==> config.mk <==
export PLATFORM = sky130hd
export DESIGN_NAME = multimode_timer_pwm_capture
export DESIGN_NICKNAME = d
export VERILOG_FILES = /design/src/common/timer_pkg.sv /design/src/logic/multimode_timer_pwm_capture.sv /design/src/logic/reload_capture_regs.sv
export VERILOG_INCLUDE_DIRS = /design/src /design/src/common
export SDC_FILE = /design/constraint.sdc
export NUM_CORES = 1
export LEC_CHECK = 0
export BUFFER_PORTS_ARGS = -buffer_cell sky130_fd_sc_hd__buf_2
export CORE_AREA = 10 10 108 110
export CTS_CLUSTER_SIZE = 24
export DETAILED_ROUTE_END_ITERATION = 16
export DIE_AREA = 0 0 118 120
export PLACE_DENSITY = 0.72
export SLEW_MARGIN = 15
export SYNTH_ARGS = -nofsm -noshare
export SYNTH_HDL_FRONTEND = slang
export SYNTH_HIERARCHICAL = 1
export SYNTH_SLANG_ARGS = --single-unit
export TNS_END_PERCENT = 30
==> constraint.sdc <==
create_clock -name clk -period 6 [get_ports clk]
set_input_delay 1.5 -clock clk [delete_from_list [all_inputs] [get_ports clk]]
set_output_delay 1.5 -clock clk [all_outputs]
set_load 0.005 [all_outputs]
==> src/common/timer_params.svh <==
// Named constants for the multimode timer block
`ifndef TIMER_PARAMS_SVH
`define TIMER_PARAMS_SVH

// Control register data address
`define TMR_CTRL_ADDR 16'h00EE
// Control register value after reset
`define TMR_CTRL_RESET 4'h0
// Bit positions of the timer bits in the control byte
`define TMR_BIT_MODE3 7
`define TMR_BIT_MODE2 6
`define TMR_BIT_MODE1 5
`define TMR_BIT_RUN 4
// Input clock cycles per instruction cycle
`define TMR_CKI_DIV 10
// Counter and register width
`define TMR_CNT_W 16
`define TMR_CNT_ZERO 16'h0000
`define TMR_CNT_ONE 16'h0001
// Prescaler width and constants
`define TMR_PRESC_W 4
`define TMR_PRESC_ZERO 4'h0
`define TMR_PRESC_ONE 4'h1

`endif

==> src/common/timer_pkg.sv <==
// Types shared by the multimode timer block
package timer_pkg;

  // Mode bits 3..1 as one code
  typedef enum logic [2:0] {
    CODE_EVENT_RISE = 3'h0,
    CODE_EVENT_FALL = 3'h1,
    CODE_CAP_RR = 3'h2,
    CODE_CAP_FF_ALT = 3'h3,
    CODE_PWM_PLAIN = 3'h4,
    CODE_PWM_TOGGLE = 3'h5,
    CODE_CAP_RF = 3'h6,
    CODE_CAP_FF = 3'h7
  } mode_code_type;

  // Which register feeds the next PWM reload
  typedef enum logic {
    SRC_A = 1'h0,
    SRC_B = 1'h1
  } reload_src_type;

endpackage

==> src/logic/multimode_timer_pwm_capture.sv <==
// Multimode 16-bit timer: PWM, event counter and input capture
`timescale 1ns/1ps
`default_nettype none
`include "timer_params.svh"

// What this block does
// - PWM mode counts down each instruction cycle
// - First reload from A, then B, A alternating
// - Codes 101 toggle PWM, 100 no toggle
// - Toggle mode inverts pin A each underflow
// - PWM underflows set pending A, B alternately
// - Enable A/B gate reload-A/reload-B interrupts
// - Enable one allows interrupt, zero blocks
// - Run bit starts/stops PWM and event counting
// - Codes 000/001 event count, polarity per code
// - Event underflow sets pending A, gated A
// - Event mode pin B rising sets pending B
// - Event mode never drives pin A
// - Capture mode counter always runs
// - Pin edges copy counter into A/B
// - Codes 010,011,110,111 choose capture edges
// - Pin A falls only in 011/111, with B falling
// - Capture edges set pending A/B, gated
// - Capture underflow sets run bit, shares A
// - Timer bits at 7..4, cleared on reset
// - Counter and registers cleared to zero on reset
module multimode_timer_pwm_capture
  import timer_pkg::*;
#(
  parameter int CNT_W = `TMR_CNT_W,
  parameter int CYCLE_DIV = `TMR_CKI_DIV
) (
  input wire logic clk,
  input wire logic rst_n,
  input wire logic ctrl_wr,
  input wire logic [7:0] ctrl_wdata,
  input wire logic cnt_wr,
  input wire logic [CNT_W-1:0] cnt_wdata,
  input wire logic reg_a_wr,
  input wire logic reg_b_wr,
  input wire logic [CNT_W-1:0] reg_wdata,
  input wire logic clr_pending_a,
  input wire logic clr_pending_b,
  input wire logic irq_enable_a,
  input wire logic irq_enable_b,
  input wire logic timer_pin_a_in,
  input wire logic timer_pin_b,
  output logic timer_pin_a_out,
  output logic timer_pin_a_oe_n,
  output logic [7:0] timer_control_reg,
  output logic [CNT_W-1:0] main_counter,
  output logic [CNT_W-1:0] reload_capture_a,
  output logic [CNT_W-1:0] reload_capture_b,
  output logic pending_a,
  output logic pending_b,
  output logic irq_a,
  output logic irq_b
);

  // ****************************************
  // Mode decoding helpers
  // ****************************************

  // True for either PWM code
  function automatic logic is_pwm(input mode_code_type c);
    is_pwm = (c == CODE_PWM_PLAIN) || (c == CODE_PWM_TOGGLE);
  endfunction

  // True for either event counter code
  function automatic logic is_event(input mode_code_type c);
    is_event = (c == CODE_EVENT_RISE) || (c == CODE_EVENT_FALL);
  endfunction

  // True for every capture code
  function automatic logic is_capture(input mode_code_type c);
    is_capture = c[1];
  endfunction

  // Capture on falling edge of pin A
  function automatic logic cap_a_falls(input mode_code_type c);
    cap_a_falls = (c == CODE_CAP_FF) || (c == CODE_CAP_FF_ALT);
  endfunction

  // Capture on falling edge of pin B
  function automatic logic cap_b_falls(input mode_code_type c);
    cap_b_falls = (c == CODE_CAP_FF) || (c == CODE_CAP_FF_ALT) || (c == CODE_CAP_RF);
  endfunction

  // Pick a rising or falling edge pulse
  function automatic logic pick_edge(input logic falls, input logic rise, input logic fall);
    pick_edge = falls ? fall : rise;
  endfunction

  // ****************************************
  // Declarations
  // ****************************************

  logic [`TMR_PRESC_W-1:0] presc; // Instruction cycle divider
  logic tick; // One input clock per instruction cycle
  logic [3:0] ctrl_bits; // Mode 3..1 and run bit
  mode_code_type mode_code; // Current mode code
  logic run_bit; // Start bit or capture underflow flag
  logic pin_a_meta; // First synchroniser stage, pin A
  logic pin_a_sync; // Second synchroniser stage, pin A
  logic pin_a_prev; // Pin A at last instruction cycle
  logic pin_b_meta; // First synchroniser stage, pin B
  logic pin_b_sync; // Second synchroniser stage, pin B
  logic pin_b_prev; // Pin B at last instruction cycle
  logic rise_a; // Rising edge seen on pin A
  logic fall_a; // Falling edge seen on pin A
  logic rise_b; // Rising edge seen on pin B
  logic fall_b; // Falling edge seen on pin B
  logic mode_pwm; // PWM mode selected
  logic mode_event; // Event counter mode selected
  logic mode_cap; // Capture mode selected
  logic count_edge; // Selected counting edge on pin A
  logic cnt_zero; // Counter at zero
  logic uf_pwm; // PWM underflow
  logic uf_event; // Event counter underflow
  logic uf_cap; // Capture mode underflow
  logic cap_a; // Capture event on pin A
  logic cap_b; // Capture event on pin B
  reload_src_type reload_src; // Next PWM reload source
  logic [CNT_W-1:0] next_reload; // Value loaded at underflow
  logic we_a; // Write strobe for word A
  logic we_b; // Write strobe for word B
  logic [CNT_W-1:0] wdata_a; // Write data for word A
  logic [CNT_W-1:0] wdata_b; // Write data for word B

  // Control byte view; low bits belong to other blocks
  assign mode_code = mode_code_type'(ctrl_bits[3:1]);
  assign run_bit = ctrl_bits[0];

  // ****************************************
  // Instruction cycle tick
  // ****************************************

  // Divide the input clock down to the instruction cycle
  always_ff @(posedge clk or negedge rst_n) begin
    if (!rst_n) begin
      presc <= `TMR_PRESC_ZERO;
    end else if (presc == `TMR_PRESC_W'(CYCLE_DIV - 1)) begin
      presc <= `TMR_PRESC_ZERO;
    end else begin
      presc <= presc + `TMR_PRESC_ONE;
    end
  end

  // Tick on the last input clock of each instruction cycle
  assign tick = (presc == `TMR_PRESC_W'(CYCLE_DIV - 1));

  // ****************************************
  // Pin synchronisers and edge detectors
  // ****************************************

  // Two-stage synchronisers for both pins
  always_ff @(posedge clk or negedge rst_n) begin
    if (!rst_n) begin
      pin_a_meta <= 1'h0;
      pin_a_sync <= 1'h0;
      pin_b_meta <= 1'h0;
      pin_b_sync <= 1'h0;
    end else begin
      pin_a_meta <= timer_pin_a_in;
      pin_a_sync <= pin_a_meta;
      pin_b_meta <= timer_pin_b;
      pin_b_sync <= pin_b_meta;
    end
  end

  // Sample synchronised pins once per instruction cycle
  always_ff @(posedge clk or negedge rst_n) begin
    if (!rst_n) begin
      pin_a_prev <= 1'h0;
      pin_b_prev <= 1'h0;
    end else if (tick) begin
      pin_a_prev <= pin_a_sync;
      pin_b_prev <= pin_b_sync;
    end
  end

  // One pulse per transition, aligned to the tick
  assign rise_a = tick & pin_a_sync & ~pin_a_prev;
  assign fall_a = tick & ~pin_a_sync & pin_a_prev;
  assign rise_b = tick & pin_b_sync & ~pin_b_prev;
  assign fall_b = tick & ~pin_b_sync & pin_b_prev;

  // ****************************************
  // Mode and event decode
  // ****************************************

  // Mode selection from bits 3..1
  assign mode_pwm = is_pwm(mode_code);
  assign mode_event = is_event(mode_code);
  assign mode_cap = is_capture(mode_code);

  // Event counting edge: code 000 rising, 001 falling
  assign count_edge = (mode_code == CODE_EVENT_FALL) ? fall_a : rise_a;

  // Underflow happens when a count arrives with the counter already at zero
  assign cnt_zero = (main_counter == `TMR_CNT_ZERO);
  assign uf_pwm = mode_pwm & run_bit & tick & cnt_zero;
  assign uf_event = mode_event & run_bit & count_edge & cnt_zero;
  assign uf_cap = mode_cap & tick & cnt_zero;

  // Capture events, polarity chosen per pin
  assign cap_a = mode_cap & pick_edge(cap_a_falls(mode_code), rise_a, fall_a);
  assign cap_b = mode_cap & pick_edge(cap_b_falls(mode_code), rise_b, fall_b);

  // Reload value: PWM alternates, event mode uses word A
  assign next_reload = (mode_pwm && reload_src == SRC_B) ? reload_capture_b : reload_capture_a;

  // ****************************************
  // Control register
  // ****************************************

  // Timer bits of the control byte; capture underflow sets run
  always_ff @(posedge clk or negedge rst_n) begin
    if (!rst_n) begin
      ctrl_bits <= `TMR_CTRL_RESET;
    end else begin
      if (ctrl_wr) begin
        // Software write of bits 7..4
        ctrl_bits <= {ctrl_wdata[`TMR_BIT_MODE3], ctrl_wdata[`TMR_BIT_MODE2],
                      ctrl_wdata[`TMR_BIT_MODE1], ctrl_wdata[`TMR_BIT_RUN]};
        if (uf_cap) begin
          // Hardware set wins over the write
          ctrl_bits[0] <= 1'h1;
        end
      end else if (uf_cap) begin
        // Run bit doubles as underflow flag in capture mode
        ctrl_bits[0] <= 1'h1;
      end
    end
  end

  // Readback of the control byte, low bits read zero
  always_ff @(posedge clk or negedge rst_n) begin
    if (!rst_n) begin
      timer_control_reg <= 8'h00;
    end else begin
      timer_control_reg <= {ctrl_bits, 4'h0};
    end
  end

  // ****************************************
  // Main counter
  // ****************************************

  // Down counter with reload on underflow
  always_ff @(posedge clk or negedge rst_n) begin
    if (!rst_n) begin
      main_counter <= `TMR_CNT_ZERO;
    end else if (cnt_wr) begin
      // Software load
      main_counter <= cnt_wdata;
    end else if (uf_pwm || uf_event) begin
      // Reload at underflow
      main_counter <= next_reload;
    end else if (mode_pwm && run_bit && tick) begin
      // PWM counts instruction cycles
      main_counter <= main_counter - `TMR_CNT_ONE;
    end else if (mode_event && run_bit && count_edge) begin
      // Event mode counts pin A edges
      main_counter <= main_counter - `TMR_CNT_ONE;
    end else if (mode_cap && tick) begin
      // Free run, wraps past zero
      main_counter <= main_counter - `TMR_CNT_ONE;
    end
  end

  // PWM reload source: A after start, then alternate
  always_ff @(posedge clk or negedge rst_n) begin
    if (!rst_n) begin
      reload_src <= SRC_A;
    end else if (!(mode_pwm && run_bit)) begin
      // Stopped: next start begins with A
      reload_src <= SRC_A;
    end else if (uf_pwm) begin
      // Alternate on every underflow
      reload_src <= (reload_src == SRC_A) ? SRC_B : SRC_A;
    end
  end

  // ****************************************
  // Reload / capture words
  // ****************************************

  // Capture overrides a software write in the same cycle
  assign we_a = reg_a_wr | cap_a;
  assign we_b = reg_b_wr | cap_b;
  assign wdata_a = cap_a ? main_counter : reg_wdata;
  assign wdata_b = cap_b ? main_counter : reg_wdata;

  // Storage for both words
  reload_capture_regs #(
    .WIDTH(CNT_W)
  ) u_words (
    .clk(clk),
    .rst_n(rst_n),
    .we_a(we_a),
    .we_b(we_b),
    .wdata_a(wdata_a),
    .wdata_b(wdata_b),
    .rdata_a(reload_capture_a),
    .rdata_b(reload_capture_b)
  );

  // ****************************************
  // Pin A output
  // ****************************************

  // Toggle level on each underflow in toggle mode
  always_ff @(posedge clk or negedge rst_n) begin
    if (!rst_n) begin
      timer_pin_a_out <= 1'h0;
    end else if (uf_pwm && mode_code == CODE_PWM_TOGGLE) begin
      timer_pin_a_out <= ~timer_pin_a_out;
    end
  end

  // Drive pin A only in toggle mode; input otherwise
  always_ff @(posedge clk or negedge rst_n) begin
    if (!rst_n) begin
      timer_pin_a_oe_n <= 1'h1;
    end else begin
      timer_pin_a_oe_n <= (mode_code != CODE_PWM_TOGGLE);
    end
  end

  // ****************************************
  // Pending flags
  // ****************************************

  // Flag A: reload-A underflow, event underflow, pin A capture
  always_ff @(posedge clk or negedge rst_n) begin
    if (!rst_n) begin
      pending_a <= 1'h0;
    end else if ((uf_pwm && reload_src == SRC_A) || uf_event || cap_a) begin
      // Set wins over a clear
      pending_a <= 1'h1;
    end else if (clr_pending_a) begin
      pending_a <= 1'h0;
    end
  end

  // Flag B: reload-B underflow, pin B rising, pin B capture
  always_ff @(posedge clk or negedge rst_n) begin
    if (!rst_n) begin
      pending_b <= 1'h0;
    end else if ((uf_pwm && reload_src == SRC_B) || (mode_event && rise_b) || cap_b) begin
      // Set wins over a clear
      pending_b <= 1'h1;
    end else if (clr_pending_b) begin
      pending_b <= 1'h0;
    end
  end

  // ****************************************
  // Interrupt requests
  // ****************************************

  // Request A also covers the capture underflow flag
  always_ff @(posedge clk or negedge rst_n) begin
    if (!rst_n) begin
      irq_a <= 1'h0;
    end else begin
      irq_a <= irq_enable_a & (pending_a | (mode_cap & run_bit));
    end
  end

  // Request B gated by its own enable
  always_ff @(posedge clk or negedge rst_n) begin
    if (!rst_n) begin
      irq_b <= 1'h0;
    end else begin
      irq_b <= irq_enable_b & pending_b;
    end
  end

endmodule
`default_nettype wire

==> src/logic/reload_capture_regs.sv <==
// Two reload/capture words with registered read data
`timescale 1ns/1ps
`default_nettype none
`include "timer_params.svh"

module reload_capture_regs #(
  parameter int WIDTH = `TMR_CNT_W
) (
  input wire logic clk,
  input wire logic rst_n,
  input wire logic we_a,
  input wire logic we_b,
  input wire logic [WIDTH-1:0] wdata_a,
  input wire logic [WIDTH-1:0] wdata_b,
  output logic [WIDTH-1:0] rdata_a,
  output logic [WIDTH-1:0] rdata_b
);

  // ****************************************
  // Storage
  // ****************************************

  // Word A, read data is the stored word itself
  always_ff @(posedge clk or negedge rst_n) begin
    if (!rst_n) begin
      rdata_a <= '0;
    end else if (we_a) begin
      rdata_a <= wdata_a;
    end
  end

  // Word B, same arrangement
  always_ff @(posedge clk or negedge rst_n) begin
    if (!rst_n) begin
      rdata_b <= '0;
    end else if (we_b) begin
      rdata_b <= wdata_b;
    end
  end

endmodule
`default_nettype wire
==> results by stage <==
Final layout:
- The area used by sequential logic in the layout is 0.00183 mm².
- The share of cells above drive strength 1 is 0.447.
- The largest registers in the layout are main_counter: 16 flops, u_words/rdata_a: 16 flops, u_words/rdata_b: 16 flops.
- 0 antenna diodes ended up in the layout.
- The multi-input combinational cells in the finished layout cover a total of 0.00216 mm².
- At the end of the flow, the number of nets in the layout was 514.
- The layout has 888 filler cells.
- Compared with the post-synthesis result, the final layout area differs by 17.8%.

Timing:
- The fmax is 338 MHz.
- For the pin with the worst max-slew slack, the measured transition is 1.24 ns.
- The worst max-slew margin expressed relative to the limit is 0.173.
- Setup violations remaining at the end of the flow were counted as 0.
- Setup repair after global routing left no endpoint under its margin.
- The sum of negative setup slack is 0 ns.
- On the final layout, the worst clock skew is 0.0103 ns.
- The hold violation count in the final report is 0.
- The number of pins with negative max-slew slack in the final report was 0.
- The share of the cycle needed by the critical path after routing is 0.494.
- The worst path needs 2.96 ns of the cycle, external delays included.

Route:
- In the detailed route, the total length drawn on met3 is 737 µm.
- Detailed routing placed a total of 5.43 mm of wire on met2.
- The first routing iteration left 170 violations.
- In the routed layout, each cell is associated on average with a via count of 5.34.
- The via count is 3195.
- The remaining number of nets flagged by the antenna check after routing is 0.
- The mean routed wirelength per cell is 18.7 µm.
- The routed design has 11.2 mm of wire.
- After detailed routing, no signal wire sits above met4.
- The number of design rule violations left after detail routing is 0.
- For this run, the detailed router's first-pass iteration total came to 5.
- The detailed-routing wirelength on met1 is 4.89 mm.

Floorplanning:
- The I/O pin count is 114.
- The core area is 0.00955 mm².
- For this configuration, the core starts out at a cell density of 0.438.
- The die area is 0.0142 mm².
- The die is 118 µm wide.
- The vertical extent of the die is 120 µm.
- The floorplan row count is 36.

CTS:
- After clock tree synthesis, the repair step resized 0 gates.
- Buffers inserted to repair hold after CTS numbered 0.
- The CTS clock-pin slew for the worst setup and hold paths is 0.08 ns.
- No sink is reached through more buffers than the 2 on the longest clock path.
- At the later pin of the worst-skew pair, clock insertion delay measures 0.35 ns.
- The number of clock sinks seen by CTS is 73.
- TritonCTS built the clock tree.
- The number of H-tree levels is 3.
- The tree is rooted in a sky130_fd_sc_hd__clkbuf_8.
- The number of clock buffers added by TritonCTS is 9.
- Once the clock tree was built, the setup fixing pass inserted 0 buffers.

Logic synthesis:
- The post-synthesis compound-gate area fraction was 0.0942.
- The unique cell type count in the Yosys netlist is 54.
- The post-synthesis async set-or-reset flop share is 1.00.
- The total of warnings raised by yosys is 6.
- The share of the yosys chip area belonging to registers is 0.437.
- The predominant post-synthesis flop cell is sky130_fd_sc_hd__dfrtp_1.
- In this run, synthesis produced a sequential element count of 73.
- The synthesized netlist occupies a cell area of 0.00419 mm².
- The combinational family with the most area after synthesis is multiplexers.
- In this run the mean area of a mapped cell was 11.5 µm².
- After technology mapping, the gate count stands at 364.
- The post-synthesis share of cell area spent on full adders, half adders and majority gates is 0.00598.
- The simple-gate share of the synthesized area is 0.145.
- Of the total synthesized cell area, the portion taken by XOR and XNOR cells is 0.0272.
- In this run, synthesis inferred 0 flip-flops with an integrated enable.
- The portion of netlist area occupied by mux cells is 0.241.

Placed design:
- The final weighted congestion of routability-driven global placement is 0.787.
- After legalization and detailed placement, the total HPWL measured 7.75 mm.
- The count of buffers added on input and output ports is 105.

GRT:
- The final global-route overflow total is 0.
- The via count of the first global-routing pass is 3332.
- Across every metal layer, demand over resource in global routing totals 0.157.
- The initial antenna violation count is 0.
- Entering global routing, the biggest net connects 74 pins.
- The global-route wire length before repair is 18.0 mm.

Worst setup path:
- The critical path in this run is classified as reg2reg.
- The total buffers and inverters traversed by the critical path is 0.
- The kind of capture point of the worst setup path is a register.
- Data arrives at the worst endpoint at 3.24 ns.
- The dominant delay contributor by cell family on the critical path is simple AND/OR/NAND/NOR gates.
- The delay of the slowest critical-path stage is 0.94 ns.
- The maximum fanout encountered on the critical timing path is 24.
- The slowest stage cell on the critical path is sky130_fd_sc_hd__nor3_4.
- Traced cell by cell, the critical path runs through nor4_4 > nand4_4 > nor3_4 > mux2_2 > o22ai_1.
- The startpoint type of the worst setup path is a register.
- The critical path required time is 6.27 ns.

Flow run:
- The reported max-cap violation count is 0.

Hold path:
- The worst hold-check path type is reg2reg.

Pwr:
- For this design the static power due to leakage is 0.00225 µW.
- The power consumption is 1240 µW.
- Dividing total power by cell area gives a power density of 252 mW/mm².
- The peak supply drop is 0.0000890 V.

Status:
- The run finished with clean final reports.
[power breakdown]
part           switching [µW]  leakage, µW  internal (µW)
Combinational             115      0.00128            133
Clock                     184     0.000107            226
Sequential               49.4     0.000864            534
[cells by family (layout without fill, tap and decap cells)]
logic type / after synthesis / count (layout)
AO/OA/AOI/OAI: 57 / 57
XOR/XNOR: 13 / 13
adder cells (fa/ha/maj): 2 / 2
buffers and inverters: 31 / 129
flip-flops: 73 / 73
multiplexers: 84 / 84
other: 1 / 4
AND/OR/NAND/NOR: 103 / 103
[layout by cell type, fill, tap and decap left out, drive strengths merged, types with 7 or more instances in the layout]
| cell type | instances |
|---|---|
| dfrtp | 72 |
| a21oi | 8 |
| buf | 107 |
| nor2 | 13 |
| a311o | 7 |
| mux2 | 75 |
| o21ai | 15 |
| xnor2 | 10 |
| nand2 | 30 |
| mux2i | 9 |
| a22oi | 8 |
| clkbuf | 14 |
| nand3 | 10 |
| nor2b | 18 |
[layout make-up]
cell class,count,area share
sequential,73,0.371
tap,133,0.0337
inverter,6,0.00457
timing repair buffer,107,0.110
clock buffer,14,0.0350
multi-input combinational,263,0.439
clock inverter,2,0.00710
[stage by stage]
stage / hold slack [ns] / cell area, µm² / setup slack [ns] / std cells / util
after floorplan: 0.331 / 4200 / 3.53 / 367 / -
after global placement: 0.334 / 4720 / 2.97 / 582 / 0.495
after detailed placement: 0.335 / 4720 / 2.96 / 582 / 0.495
after CTS: 0.351 / 4930 / 3.02 / 598 / 0.516
after global routing: 0.361 / 4930 / 2.81 / 598 / 0.516
final: 0.349 / 4930 / 3.04 / 598 / 0.516
[synth_stat cells (4+ instances only)]
master                     instances  area, µm²
sky130_fd_sc_hd__buf_6             4       45.0
sky130_fd_sc_hd__o22ai_1           6       37.5
sky130_fd_sc_hd__clkbuf_1          8       30.0
sky130_fd_sc_hd__buf_4             5       37.5
sky130_fd_sc_hd__nor2_1           13       48.8
sky130_fd_sc_hd__nor3_1            4       20.0
sky130_fd_sc_hd__nand3_1          10       50.1
sky130_fd_sc_hd__a311o_1           7       70.1
sky130_fd_sc_hd__a22oi_1           8       60.1
sky130_fd_sc_hd__o21ai_0          14       70.1
sky130_fd_sc_hd__nand3b_1          4       30.0
sky130_fd_sc_hd__dfrtp_1          72       1800
sky130_fd_sc_hd__mux2_4           20        300
sky130_fd_sc_hd__xnor2_1          10       87.6
sky130_fd_sc_hd__mux2_2           55        619
sky130_fd_sc_hd__mux2i_1           9       90.1
sky130_fd_sc_hd__nand2_1          30        113
sky130_fd_sc_hd__buf_2             5       25.0
sky130_fd_sc_hd__a21oi_1           7       35.0
sky130_fd_sc_hd__nor2b_1          18        113
sky130_fd_sc_hd__inv_1             6       22.5
[per-layer routing]
metal  global-route usage  vias up
li1                     -     1503
met1                0.189     1584
met2                0.261       97
met3               0.0459       11
met4               0.0564        0
met5                    0        -
[path summary, 6_finish.rpt]
check                                 from                to  slack, ns  cells after the start
setup / recovery           main_counter[4]   main_counter[1]       3.04                      5
hold / removal                  pin_b_meta        pin_b_sync       0.35                      0
max in group asynchronous            rst_n  main_counter[14]       4.11                      1
setup reg to reg           main_counter[4]   main_counter[1]       3.04                      5
hold reg to reg                 pin_b_meta        pin_b_sync       0.35                      0
min in group asynchronous            rst_n      ctrl_bits[3]       1.30                      1
Note: power is estimated with default switching activity, not from simulation.
